$ cat src/dtdp_pkg.sv
// Package of constants and types for the dual TAP debug port
// Function
// Two TAP controllers sit in series on the JTAG pins, test TAP first, then the core TAP, each with a 4-bit IR.
// The probe loads BYPASS into the test TAP before it talks to the core TAP.
// Every IR scan spans 8 bits across both TAPs, with BYPASS in the field of the unused TAP.
// A TAP in bypass adds exactly one bit to a data scan and the probe allows for it.
// Once the switching sequence selects serial debug, the test TAP sees its mode-select input held high.
// Serial data and clock share pins with JTAG mode-select and clock so the probe can switch without rewiring.
// The debug function uses five shared pins: reset, data out, data in, mode-select or serial data, clock.
// The debug port passes probe requests to a bus access port that performs transfers on the system bus.
// The debug path allows non-intrusive memory and register access and processor halt and single step.
// Each bypass register is one stage between data in and data out while BYPASS is the instruction.
package dtdp_pkg;

    localparam int IR_W        = 4;
    localparam int BUS_AW      = 32;
    localparam int BUS_DW      = 32;
    localparam int DR_W        = 33;
    localparam int ADDR_DR_LEN = 32;
    localparam int DATA_DR_LEN = 33;
    localparam int CTRL_DR_LEN = 2;
    localparam int IDC_DR_LEN  = 32;
    localparam int ONES_MIN    = 50;
    localparam int ONES_W      = 6;
    localparam int SEQ_W       = 16;

    localparam logic [IR_W-1:0]  INS_BYPASS  = 4'hF;
    localparam logic [IR_W-1:0]  INS_IDCODE  = 4'hE;
    localparam logic [IR_W-1:0]  INS_BUSADDR = 4'h8;
    localparam logic [IR_W-1:0]  INS_BUSDATA = 4'hA;
    localparam logic [IR_W-1:0]  INS_CTRL    = 4'hB;
    localparam logic [IR_W-1:0]  IR_CAPTURE  = 4'h1;
    localparam logic [SEQ_W-1:0] SEQ_TO_SW   = 16'hE79E;
    localparam logic [SEQ_W-1:0] SEQ_TO_JTAG = 16'hE73C;
    localparam int CTRL_HALT_BIT = 0;
    localparam int CTRL_STEP_BIT = 1;
    localparam int DATA_RNW_BIT  = 32;

    typedef enum logic [3:0] {
        TS_EXIT2_DR  = 4'h0, TS_EXIT1_DR = 4'h1, TS_SHIFT_DR = 4'h2, TS_PAUSE_DR  = 4'h3,
        TS_SEL_IR    = 4'h4, TS_UPD_DR   = 4'h5, TS_CAP_DR   = 4'h6, TS_SEL_DR    = 4'h7,
        TS_EXIT2_IR  = 4'h8, TS_EXIT1_IR = 4'h9, TS_SHIFT_IR = 4'hA, TS_PAUSE_IR  = 4'hB,
        TS_IDLE      = 4'hC, TS_UPD_IR   = 4'hD, TS_CAP_IR   = 4'hE, TS_RESET     = 4'hF
    } dtdp_tap_st_t;

    typedef struct packed {
        logic              write;
        logic [BUS_AW-1:0] addr;
        logic [BUS_DW-1:0] wdata;
    } dtdp_bus_req_t;

endpackage

$ cat src/dtdp_dual_tap_debug_port.sv
// Dual TAP chain, serial debug switch and bus access port front end
`timescale 1ns/1ps
`default_nettype none
module dtdp_dual_tap_debug_port #(
    parameter logic [31:0] CORE_IDCODE = 32'h1234_5677  // Arbitrary value
) (
    input  wire logic                    sys_clk,
    input  wire logic                    rst_n,
    input  wire logic                    jtagResetPinN,
    input  wire logic                    jtagInPin,
    output logic                         jtagOutPin,
    output logic                         jtagOutPinOe,
    input  wire logic                    modeSelPinIn,
    output logic                         modeSelPinOut,
    output logic                         modeSelPinOe,
    input  wire logic                    clockPin,
    output logic                         busValid,
    input  wire logic                    busReady,
    output dtdp_pkg::dtdp_bus_req_t      busReq,
    input  wire logic [dtdp_pkg::BUS_DW-1:0] busRdata,
    output logic                         haltReq,
    output logic                         stepReq,
    output logic                         swMode
);
    import dtdp_pkg::*;

    ////////////////////////////////////////////////////////////////////////////
    // State
    typedef struct packed {
        logic [1:0]         tckS;
        logic [1:0]         tmsS;
        logic [1:0]         tdiS;
        logic [1:0]         rstS;
        logic               tckPrev;
        dtdp_tap_st_t       tstSt;
        logic [IR_W-1:0]    tstIr;
        logic [IR_W-1:0]    tstIrSh;
        logic               tstByp;
        dtdp_tap_st_t       corSt;
        logic [IR_W-1:0]    corIr;
        logic [IR_W-1:0]    corIrSh;
        logic               corByp;
        logic [DR_W-1:0]    corDr;
        logic               tdo;
        logic               tdoOe;
        logic               sw;
        logic [ONES_W-1:0]  ones;
        logic               coll;
        logic [3:0]         seqCnt;
        logic [SEQ_W-1:0]   seq;
        logic               bValid;
        dtdp_bus_req_t      bReq;
        logic [BUS_DW-1:0]  rdata;
        logic               halt;
        logic               step;
    } dtdp_state_t;

    dtdp_state_t q, d;

    ////////////////////////////////////////////////////////////////////////////
    // Helpers
    function automatic dtdp_tap_st_t tapNext(input dtdp_tap_st_t s, input logic tms);
        case (s)
            TS_RESET:    tapNext = tms ? TS_RESET    : TS_IDLE;
            TS_IDLE:     tapNext = tms ? TS_SEL_DR   : TS_IDLE;
            TS_SEL_DR:   tapNext = tms ? TS_SEL_IR   : TS_CAP_DR;
            TS_CAP_DR:   tapNext = tms ? TS_EXIT1_DR : TS_SHIFT_DR;
            TS_SHIFT_DR: tapNext = tms ? TS_EXIT1_DR : TS_SHIFT_DR;
            TS_EXIT1_DR: tapNext = tms ? TS_UPD_DR   : TS_PAUSE_DR;
            TS_PAUSE_DR: tapNext = tms ? TS_EXIT2_DR : TS_PAUSE_DR;
            TS_EXIT2_DR: tapNext = tms ? TS_UPD_DR   : TS_SHIFT_DR;
            TS_UPD_DR:   tapNext = tms ? TS_SEL_DR   : TS_IDLE;
            TS_SEL_IR:   tapNext = tms ? TS_RESET    : TS_CAP_IR;
            TS_CAP_IR:   tapNext = tms ? TS_EXIT1_IR : TS_SHIFT_IR;
            TS_SHIFT_IR: tapNext = tms ? TS_EXIT1_IR : TS_SHIFT_IR;
            TS_EXIT1_IR: tapNext = tms ? TS_UPD_IR   : TS_PAUSE_IR;
            TS_PAUSE_IR: tapNext = tms ? TS_EXIT2_IR : TS_PAUSE_IR;
            TS_EXIT2_IR: tapNext = tms ? TS_UPD_IR   : TS_SHIFT_IR;
            TS_UPD_IR:   tapNext = tms ? TS_SEL_DR   : TS_IDLE;
            default:     tapNext = TS_RESET;
        endcase
    endfunction

    function automatic int drLen(input logic [IR_W-1:0] ir);
        case (ir)
            INS_IDCODE:  drLen = IDC_DR_LEN;
            INS_BUSADDR: drLen = ADDR_DR_LEN;
            INS_BUSDATA: drLen = DATA_DR_LEN;
            INS_CTRL:    drLen = CTRL_DR_LEN;
            default:     drLen = 1;
        endcase
    endfunction

    function automatic logic isByp(input logic [IR_W-1:0] ir);
        isByp = (drLen(ir) == 1);
    endfunction

    ////////////////////////////////////////////////////////////////////////////
    // Link sampling and edges
    logic rise;
    logic fall;
    logic tms;
    logic tdi;
    logic tstTms;
    logic tstOut;
    logic jtagRst;

    assign rise    = q.tckS[1] & ~q.tckPrev;
    assign fall    = ~q.tckS[1] & q.tckPrev;
    assign tms     = q.tmsS[1];
    assign tdi     = q.tdiS[1];
    assign jtagRst = ~q.rstS[1];
    assign tstTms  = q.sw ? 1'b1 : tms;
    assign tstOut  = (q.tstSt == TS_SHIFT_IR) ? q.tstIrSh[0] : q.tstByp;

    ////////////////////////////////////////////////////////////////////////////
    // Next state
    always_comb begin
        d = q;
        d.tckS    = {q.tckS[0], clockPin};
        d.tmsS    = {q.tmsS[0], modeSelPinIn};
        d.tdiS    = {q.tdiS[0], jtagInPin};
        d.rstS    = {q.rstS[0], jtagResetPinN};
        d.tckPrev = q.tckS[1];
        d.step    = 1'b0;
        if (q.bValid && busReady) begin
            d.bValid = 1'b0;
            if (!q.bReq.write) begin
                d.rdata = busRdata;
            end
        end
        if (rise) begin
            // Test TAP: first in chain, fed from data in
            d.tstSt = tapNext(q.tstSt, tstTms);
            case (q.tstSt)
                TS_CAP_IR:   d.tstIrSh = IR_CAPTURE;
                TS_SHIFT_IR: d.tstIrSh = {tdi, q.tstIrSh[IR_W-1:1]};
                TS_UPD_IR:   d.tstIr = q.tstIrSh;
                TS_CAP_DR:   d.tstByp = 1'b0;
                TS_SHIFT_DR: d.tstByp = tdi;
                default:     d.tstIr = q.tstIr;
            endcase
            // Core TAP: second in chain, fed from test TAP
            d.corSt = tapNext(q.corSt, tms);
            case (q.corSt)
                TS_CAP_IR:   d.corIrSh = IR_CAPTURE;
                TS_SHIFT_IR: d.corIrSh = {tstOut, q.corIrSh[IR_W-1:1]};
                TS_UPD_IR:   d.corIr = q.corIrSh;
                TS_CAP_DR: begin
                    d.corByp = 1'b0;
                    case (q.corIr)
                        INS_IDCODE:  d.corDr = {1'b0, CORE_IDCODE};
                        INS_BUSADDR: d.corDr = {1'b0, q.bReq.addr};
                        INS_BUSDATA: d.corDr = {q.bValid, q.rdata};
                        INS_CTRL:    d.corDr = {31'h0000_0000, q.step, q.halt};
                        default:     d.corDr = q.corDr;
                    endcase
                end
                TS_SHIFT_DR: begin
                    if (isByp(q.corIr)) begin
                        d.corByp = tstOut;
                    end else begin
                        d.corDr = q.corDr >> 1;
                        d.corDr[drLen(q.corIr)-1] = tstOut;
                    end
                end
                TS_UPD_DR: begin
                    case (q.corIr)
                        INS_BUSADDR: d.bReq.addr = q.corDr[BUS_AW-1:0];
                        INS_BUSDATA: begin
                            if (!q.bValid) begin
                                d.bValid      = 1'b1;
                                d.bReq.write  = ~q.corDr[DATA_RNW_BIT];
                                d.bReq.wdata  = q.corDr[BUS_DW-1:0];
                            end
                        end
                        INS_CTRL: begin
                            d.halt = q.corDr[CTRL_HALT_BIT];
                            d.step = q.corDr[CTRL_STEP_BIT];
                        end
                        default: d.halt = q.halt;
                    endcase
                end
                default: d.corIr = q.corIr;
            endcase
            // Switching sequence on the shared mode-select pin
            if (q.coll) begin
                d.seq    = {tms, q.seq[SEQ_W-1:1]};
                d.seqCnt = q.seqCnt + 4'h1;
                if (q.seqCnt == 4'hF) begin
                    d.coll = 1'b0;
                    if (!q.sw && d.seq == SEQ_TO_SW) begin
                        d.sw = 1'b1;
                    end else if (q.sw && d.seq == SEQ_TO_JTAG) begin
                        d.sw = 1'b0;
                    end
                end
                d.ones = '0;
            end else if (tms) begin
                if (q.ones != ONES_W'(ONES_MIN)) begin
                    d.ones = q.ones + 6'h01;
                end
            end else begin
                if (q.ones == ONES_W'(ONES_MIN)) begin
                    d.coll   = 1'b1;
                    d.seq    = {1'b0, q.seq[SEQ_W-1:1]};
                    d.seqCnt = 4'h1;
                end
                d.ones = '0;
            end
        end
        if (fall) begin
            d.tdoOe = !q.sw && (q.corSt == TS_SHIFT_IR || q.corSt == TS_SHIFT_DR);
            if (q.corSt == TS_SHIFT_IR) begin
                d.tdo = q.corIrSh[0];
            end else if (q.corSt == TS_SHIFT_DR) begin
                d.tdo = isByp(q.corIr) ? q.corByp : q.corDr[0];
            end
        end
        if (jtagRst) begin
            d.tstSt = TS_RESET;
            d.corSt = TS_RESET;
        end
        if (q.tstSt == TS_RESET) begin
            d.tstIr = INS_BYPASS;
        end
        if (q.corSt == TS_RESET) begin
            d.corIr = INS_IDCODE;
        end
    end

    ////////////////////////////////////////////////////////////////////////////
    // Registers
    always_ff @(posedge sys_clk) begin
        if (!rst_n) begin
            q <= '{tckS: 2'h0, tmsS: 2'h3, tdiS: 2'h0, rstS: 2'h3, tckPrev: 1'b0,
                   tstSt: TS_RESET, tstIr: INS_BYPASS, tstIrSh: 4'h0, tstByp: 1'b0,
                   corSt: TS_RESET, corIr: INS_IDCODE, corIrSh: 4'h0, corByp: 1'b0,
                   corDr: 33'h0_0000_0000, tdo: 1'b0, tdoOe: 1'b0, sw: 1'b0,
                   ones: 6'h00, coll: 1'b0, seqCnt: 4'h0, seq: 16'h0000,
                   bValid: 1'b0, bReq: '0, rdata: 32'h0000_0000, halt: 1'b0, step: 1'b0};
        end else begin
            q <= d;
        end
    end

    assign jtagOutPin    = q.tdo;
    assign jtagOutPinOe  = q.tdoOe;
    assign modeSelPinOut = 1'b0;
    assign modeSelPinOe  = 1'b0;
    assign busValid      = q.bValid;
    assign busReq        = q.bReq;
    assign haltReq       = q.halt;
    assign stepReq       = q.step;
    assign swMode        = q.sw;

    ////////////////////////////////////////////////////////////////////////////
    // Checks
    a_test_tap_held: assert property (@(posedge sys_clk) disable iff (!rst_n)
        q.sw && q.tstSt == TS_RESET |=> q.tstSt == TS_RESET && q.tstIr == INS_BYPASS)
        else $error("test TAP left reset in serial mode");

    a_reset_pin_tlr: assert property (@(posedge sys_clk) disable iff (!rst_n)
        jtagRst |=> q.tstSt == TS_RESET && q.corSt == TS_RESET)
        else $error("TAPs not reset by reset pin");

    a_bypass_one_bit: assert property (@(posedge sys_clk) disable iff (!rst_n)
        rise && q.tstSt == TS_SHIFT_DR |=> q.tstByp == $past(tdi))
        else $error("test bypass stage wrong");

    a_ir_chain_link: assert property (@(posedge sys_clk) disable iff (!rst_n)
        rise && q.corSt == TS_SHIFT_IR && q.tstSt == TS_SHIFT_IR
        |=> q.corIrSh[IR_W-1] == $past(q.tstIrSh[0]))
        else $error("IR chain not linked");

    a_bus_held: assert property (@(posedge sys_clk) disable iff (!rst_n)
        busValid && !busReady |=> busValid && $stable(busReq))
        else $error("bus request dropped");

    a_bus_issue: assert property (@(posedge sys_clk) disable iff (!rst_n)
        rise && q.corSt == TS_UPD_DR && q.corIr == INS_BUSDATA && !busValid |=> busValid)
        else $error("bus request not issued");

    a_halt_update: assert property (@(posedge sys_clk) disable iff (!rst_n)
        rise && q.corSt == TS_UPD_DR && q.corIr == INS_CTRL
        |=> haltReq == $past(q.corDr[CTRL_HALT_BIT]) && stepReq == $past(q.corDr[CTRL_STEP_BIT]) ##1 !stepReq)
        else $error("halt or step wrong");

    a_tdo_drive: assert property (@(posedge sys_clk) disable iff (!rst_n)
        fall && !swMode && q.corSt == TS_SHIFT_IR |=> jtagOutPinOe && jtagOutPin == $past(q.corIrSh[0]))
        else $error("data out not driven");

    a_sw_select: assert property (@(posedge sys_clk) disable iff (!rst_n)
        rise && q.coll && q.seqCnt == 4'hF && !swMode && {tms, q.seq[SEQ_W-1:1]} == SEQ_TO_SW |=> swMode)
        else $error("serial mode not selected");

endmodule // dtdp_dual_tap_debug_port
`default_nettype wire

$ cat config.mk
export PLATFORM = sky130hd
export DESIGN_NAME = dtdp_dual_tap_debug_port
export DESIGN_NICKNAME = d
export VERILOG_FILES = /design/src/dtdp_pkg.sv /design/src/dtdp_dual_tap_debug_port.sv
export SDC_FILE = /design/constraint.sdc
export NUM_CORES = 1
export LEC_CHECK = 0
export ABC_AREA = 1
export BUFFER_PORTS_ARGS = -buffer_cell sky130_fd_sc_hd__clkbuf_2
export CAP_MARGIN = 10
export CORE_UTILIZATION = 55
export DETAILED_ROUTE_END_ITERATION = 8
export PLACE_DENSITY = 0.79
export SETUP_SLACK_MARGIN = 0.2
export SLEW_MARGIN = 10
export SYNTH_ARGS = -nofsm -noshare
export SYNTH_HDL_FRONTEND = slang
export SYNTH_SLANG_ARGS = --single-unit
$ cat constraint.sdc
create_clock -name sys_clk -period 2.5 [get_ports sys_clk]
set_clock_uncertainty 0.15 [all_clocks]
set_input_delay 0.125 -clock sys_clk [delete_from_list [all_inputs] [get_ports sys_clk]]
set_output_delay 0.125 -clock sys_clk [all_outputs]
set_load 0.02 [all_outputs]
==> results of run 1 <==
registers in the layout, summed over array words and instances, names as in the netlist:
register,count
q,117
busReq,65
d,5
busValid,1
haltReq,1
jtagOutPin,1
jtagOutPinOe,1
stepReq,1
swMode,1
final cells by class:
type                    count  area, sq um
inverters                  94          354
well taps                 211          264
clock inverters            12          158
repair buffers            181         1300
fillers                  1350         5240
clock buffers              19          443
multi-input cells         797         3690
flip-flops and latches    193         3870
cell usage after synthesis (all sizes together):
library cell | count | area (sq um)
nor2 | 207 | 812
nand2 | 197 | 749
dfxtp | 193 | 3860
o21ai | 168 | 841
a21oi | 119 | 596
buf | 101 | 691
inv | 91 | 342
nand3 | 53 | 275
clkbuf | 29 | 109
nor3 | 13 | 70.1
nand4 | 11 | 68.8
o211ai | 6 | 45.0
ha | 5 | 62.6
or2 | 4 | 25.0
clkinv | 3 | 12.5
xor2 | 2 | 17.5
a211oi | 1 | 7.51
a221oi | 1 | 8.76
a31oi | 1 | 6.26
conb | 1 | 3.75
nand3b | 1 | 7.51
o2111ai | 1 | 8.76
o21bai | 1 | 7.51
o311ai | 1 | 8.76
o31ai | 1 | 7.51
or3b | 1 | 8.76
xnor2 | 1 | 8.76
worst paths after layout:
kind                                     from      to  slack [ns]
worst max-delay path                   q[168]  q[160]        0.27
worst min-delay path            jtagResetPinN  d[191]        0.26
worst max register to register         q[168]  q[160]        0.27
worst min register to register         d[195]  q[195]        0.26
layer usage:
layer,track usage (%),vias to the layer above,routed length [um]
met2,39.6,314,9530
li1,-,4011,-
met4,8.19,0,313
met3,5.19,29,1530
met1,40.5,3629,10500
met5,0,-,0
critical path: cells and delay by family, from the launching register on:
family	cells	cell delay [ns]
simple gates	7	0.69
flops	1	0.35
buf+inv	4	0.53
compound gates	1	0.20
fa+ha+maj	1	0.20
repair_timing:
action                                  in CTS  in global routing
buffers inserted                             0                  3
gates resized for setup                      2                 12
endpoints found under the setup margin       4                 36
endpoints found under the hold margin       52                  0
cloned                                       0                  2
pin swaps                                    1                  2
hold buffers                                45                  0
logic make-up after synthesis:
logic type,Yosys count
adder cells (fa/ha/maj),5
other,1
AND/OR/NAND/NOR,487
buffers and inverters,224
XOR/XNOR,3
flip-flops,193
AO/OA/AOI/OAI,300
through the flow:
stage	hold WS (ns)	util (%)	instance area [sq um]
after floorplan	0.0726	-	8670
after global placement	0.161	58.0	8890
after detailed placement	0.162	58.0	8890
after CTS	0.246	64.9	9950
after global routing	0.257	65.8	10100
final	0.258	65.8	10100
power breakdown:
part	switching [W]	internal (W)	total [W]
logic	0.000122	0.000102	0.000224
registers	0.0000156	0.00309	0.00310
clock network	0.00121	0.00160	0.00281
total	0.00135	0.00479	0.00614
==> qor_table.md, run 1 <==
| Result | Reported |
|---|---|
| Setup slack at placement | 0.172 ns |
| Highest clock rate | 0.448 GHz |
| Complex-gate fraction of the synthesized area | 17.7% |
| Number of buffers added on ports | 109 |
| Period utilization | 89.3% |
| Peak supply drop | 0.495 mV |
| Crit path largest cell delay | 0.35 ns |
| Total power per unit cell area | 609 nW/um^2 |
| Worst Path Arrival | 2.43 ns |
| Critical Path Fanout Max | 20 |
| Post-detail-place hpwl | 14200 um |
| Leakage power | 4.19 nW |
| Final ANT Viol Nets | 0 |
| Adder and majority cell fraction of the synthesized area | 0.722% |
| Kind of start point of the critical path | flop |
| Standard cell with the maximum stage delay on the critical path | sky130_fd_sc_hd__dfxtp_2 |
| Vertical die dimension | 128 um |
| Total vias in the final route | 7983 |
| Syn Inst Count | 1213 |
| Final setup violation count | 0 |
| Post-synthesis share of cell area spent on and, or, nand and nor gates | 23.3% |
| Dominant combinational cell family by area after synthesis | simple AND/OR/NAND/NOR gates |
| Number of synthesis warnings | 0 |
| Number of buffers created by CTS | 17 |
| Setup total negative slack | 0 ns |
| Via count of the first global-routing pass | 6826 |
| Register area share after synthesis | 44.6% |
| Buffer depth of the longest clock path | 2 |
| Number of max-cap violations | 0 |
| Antenna violations before repair | 0 |
| Worst Hold Path Cells | 3 |
| Critical path class | reg -> reg |
| Placed insts | 1426 |
| Clock transition at the register clock pins on the worst setup and hold paths after CTS | 0.07 ns |
| Die outline area | 16300 sq um |
| Multiplexer area fraction after synthesis | 0% |
| Slew of the pin with the lowest slew margin | 0.508 ns |
| Final setup margin | 0.267 ns |
| Routability congestion estimate | 0.938 |
| Period minus WS final | 2.23 ns |
| Clk_lat worst skew | 0.44 ns |
| Final hold violation count | 0 |
| TritonCTS clock tree | yes |
| Total number of placement rows | 45 |
| Area growth from synthesis to final layout | 16.3% |
| Number of standard cells in the layout, taps in and fillers out | 1507 |
| H-tree levels | 4 |
| GRT overflow | 0 |
| Count of boundary I/O pins | 112 |
| Clock root buffer | sky130_fd_sc_hd__clkbuf_16 |
| Violation count after the first detailed-route iteration | 775 |
| CP endpoint kind | flop |
| Post-DR wirelength/cell | 14.5 um |
| Type of the tightest min-delay check | in -> reg |
| Synth Area in XOR/XNOR | 0.303% |
| Unrepaired setup endpoints after global routing | no |
| Post-Syn Area per Cell | 7.14 sq um |
| Synth unique cells | 38 |
| Worst-case reg-to-reg path depth | 13 |
| Global-route wire length before repair | 34900 um |
| Starting utilization of the core area | 56.6% |
| Crit-path cells | inv_1, nand4_1, a21oi_4, inv_1, ha_2, nand3_4, nor2_2, nor2_4, buf_4, clkbuf_16, nand2_1, nand2_1, nor2_1 |
| Num Clock Sinks | 193 |
| Synthesized cell area | 8660 sq um |
| DRC viols | 0 |
| Drt first pass iters | 7 |
| Data required time of the critical path | 2.69 ns |
| Layout cell share with drive strength beyond 1 | 15.5% |
| Largest net degree at the start of global routing | 132 |
| Overall global routing resource usage | 27.2% |
| Final nets | 1328 |
| Antenna diode instance count | 0 |
| Floorplan die width | 128 um |
| Slew Limit Headroom | 66.1% |
| Total wirelength of the detailed-routed design | 21800 um |
| Total power draw | 0.00614 W |
| Via/cell ratio | 5.30 |
| Flip-flop and latch count after synthesis | 193 |
| Most frequent cells in the layout | 197 x sky130_fd_sc_hd__nor2_1, 193 x sky130_fd_sc_hd__nand2_1, 190 x sky130_fd_sc_hd__dfxtp_1 |
| Core Region | 15300 sq um |
| Outcome | completed |
| Pins over their slew limit | 0 |
| Leading cell type in the layout, fill and taps excluded | sky130_fd_sc_hd__nor2_1 |
No activity file was read; power rests on OpenSTA's default activity.
==> run 2, diff against run 1 <==
CORE_UTILIZATION = 27   (was 55)
PLACE_DENSITY = 0.46   (was 0.79)
==> qor_table.md, run 2 (synthesized netlist as in run 1, its figures left out) <==
| Result | Reported | vs previous |
|---|---|---|
| Via count of the first global-routing pass | 7209 | +5.6% |
| Leakage power | 4.19 nW | -0.13% |
| Clock root buffer | sky130_fd_sc_hd__clkbuf_16 |  |
| Drt first pass iters | 5 | -2 |
| DRC viols | 0 | unchanged |
| Global routing met3 resource utilization | 3.59% | -1.6 points |
| Highest clock rate | 0.458 GHz | +2.2% |
| Kind of start point of the critical path | flop |  |
| Area growth from synthesis to final layout | 18.7% |  |
| Routability congestion estimate | 0.833 | -11% |
| Via/cell ratio | 4.56 | -14% |
| Clk_lat worst skew | 0.45 ns | about the same |
| Final setup violation count | 0 | unchanged |
| Total vias in the final route | 7744 | -3.0% |
| Core Region | 31600 sq um | +110% |
| Met2 routing resource usage after global routing | 23.6% | -16 points |
| Total wirelength of the detailed-routed design | 25000 um | +14% |
| Most frequent cells in the layout | 197 x sky130_fd_sc_hd__nor2_1, 193 x sky130_fd_sc_hd__nand2_1, 190 x sky130_fd_sc_hd__dfxtp_1 |  |
| Post-detail-place hpwl | 16600 um | +17% |
| Global-route wire length before repair | 39700 um | +14% |
| Slew of the pin with the lowest slew margin | 0.549 ns | +0.0408 ns |
| Met1 global-route usage | 21.1% | -19 points |
| Number of max-cap violations | 0 | unchanged |
| H-tree levels | 4 | unchanged |
| Final hold violation count | 0 | unchanged |
| Area taken by flip-flops and latches | 3870 sq um | about the same |
| Antenna violations before repair | 0 | unchanged |
| Buffer depth of the longest clock path | 2 | unchanged |
| Floorplan die width | 181 um | +42% |
| Type of the tightest min-delay check | in -> reg |  |
| Area taken by multi-input logic gates | 3670 sq um | -0.48% |
| Worst Path Arrival | 2.36 ns | -0.07 ns |
| Period minus WS final | 2.18 ns | -0.0477 ns |
| Clock transition at the register clock pins on the worst setup and hold paths after CTS | 0.07 ns | about the same |
| Number of buffers added on ports | 109 | unchanged |
| Violation count after the first detailed-route iteration | 532 | -31% |
| Number of standard cells in the layout, taps in and fillers out | 1699 | +13% |
| Slew Limit Headroom | 63.4% | -2.7 points |
| Die outline area | 32800 sq um | +100% |
| Pins over their slew limit | 0 | unchanged |
| Final ANT Viol Nets | 0 | unchanged |
| Critical path class | reg -> reg |  |
| Data required time of the critical path | 2.68 ns | about the same |
| Unrepaired setup endpoints after global routing | no |  |
| Starting utilization of the core area | 27.5% | -29 points |
| Layout cell share with drive strength beyond 1 | 15.8% | +0.30 points |
| CP endpoint kind | flop |  |
| Count of boundary I/O pins | 112 | unchanged |
| Critical Path Fanout Max | 15 | -25% |
| Number of buffers created by CTS | 17 | unchanged |
| Antenna diode instance count | 0 | unchanged |
| Leading cell type in the layout, fill and taps excluded | sky130_fd_sc_hd__nor2_1 |  |
| Num Clock Sinks | 193 | unchanged |
| Outcome | completed |  |
| Placed insts | 1621 | +14% |
| Flip-flop count of the largest register after layout | 117 | unchanged |
| Period utilization | 87.4% | -1.9 points |
| Total power per unit cell area | 599 nW/um^2 | -1.7% |
| Overall global routing resource usage | 15.4% | -12 points |
| TritonCTS clock tree | yes |  |
| Most Crowded Layer GR | met2 |  |
| Post-DR wirelength/cell | 14.7 um | +1.5% |
| Setup total negative slack | 0 ns | unchanged |
| Peak supply drop | 0.471 mV | -4.8% |
| Total number of placement rows | 65 | +44% |
| Count of fill cells added during filler insertion | 3473 | +160% |
| GRT overflow | 0 | unchanged |
| Vertical die dimension | 181 um | +42% |
| Largest net degree at the start of global routing | 62 | -53% |
| Final nets | 1328 | unchanged |
| Largest reg by FF count | q |  |
==> run 2: cell types whose count changed in the layout (fill, tap and decap cells not counted), sizes merged <==
cell / before / now
buf: 26 / 29
clkbuf: 129 / 127
clkinv: 6 / 7
bufinv: 3 / 2
inv: 94 / 97
dlygate4sd3: 45 / 42
==> run 2: power by group <==
part / internal, W / switching, W / leakage (nW)
Clock: 0.00151 / 0.00132 / 0.286
Sequential: 0.00309 / 0.0000158 / 1.56
Combinational: 0.000103 / 0.000133 / 2.34
==> run 2: worst paths after layout <==
path	startpoint	endpoint	slack (ns)	depth (start not counted)
hold reg to reg	d[195]	q[195]	0.26	1
hold / removal	modeSelPinIn	d[195]	0.26	3
setup reg to reg	q[168]	q[154]	0.32	13
setup / recovery	q[168]	q[154]	0.32	13
==> run 2: worst max-delay path, cell delays in order, from the launching register on <==
cell                      delay (ns)
sky130_fd_sc_hd__dfxtp_2        0.35
sky130_fd_sc_hd__inv_1          0.09
sky130_fd_sc_hd__nand4_1        0.19
sky130_fd_sc_hd__a21oi_2        0.21
sky130_fd_sc_hd__inv_1          0.06
sky130_fd_sc_hd__ha_1           0.21
sky130_fd_sc_hd__nand3_2        0.14
sky130_fd_sc_hd__nor2_2         0.06
sky130_fd_sc_hd__nor2_4         0.12
sky130_fd_sc_hd__buf_12         0.14
sky130_fd_sc_hd__buf_12         0.14
sky130_fd_sc_hd__nand2_1        0.06
sky130_fd_sc_hd__nor2_1         0.09
sky130_fd_sc_hd__nor2_1         0.04
==> run 2: through the flow <==
step	setup slack (ns)	util, %	hold slack [ns]	total power, W	area (sq um)
floorplan	0.322	-	0.0726	0.00329	8670
detailed placement	0.132	29.0	0.163	0.00336	9160
global route	0.162	32.6	0.272	0.00640	10300
finish	0.315	32.6	0.257	0.00616	10300
CTS	0.221	32.3	0.229	0.00624	10200
global placement	0.204	29.0	0.159	0.00336	9160
==> run 2: area by class of cell <==
class	count	area share, %
sequential	193	37.6
clock buffer	17	4.14
tap	402	4.89
multi-input combinational	797	35.7
timing repair buffer	181	12.6
inverter	94	3.44
clock inverter	15	1.69
==> run 2: timing repair <==
item	in CTS	in global routing
cloned	0	2
endpoints found under the setup margin	14	34
pin swaps	0	2
hold endpoints to repair	47	0
hold buffers	42	0
resized for setup	2	7
buffers inserted	0	2
==> run 2: layer usage <==
| metal | up-vias | wire [um] | part of all wire [%] |
|---|---|---|---|
| met5 | - | 0 | 0 |
| met4 | 0 | 440 | 1.8 |
| met3 | 21 | 1090 | 4.4 |
| met2 | 148 | 10800 | 43 |
| met1 | 3547 | 12600 | 51 |
| li1 | 4028 | - | - |
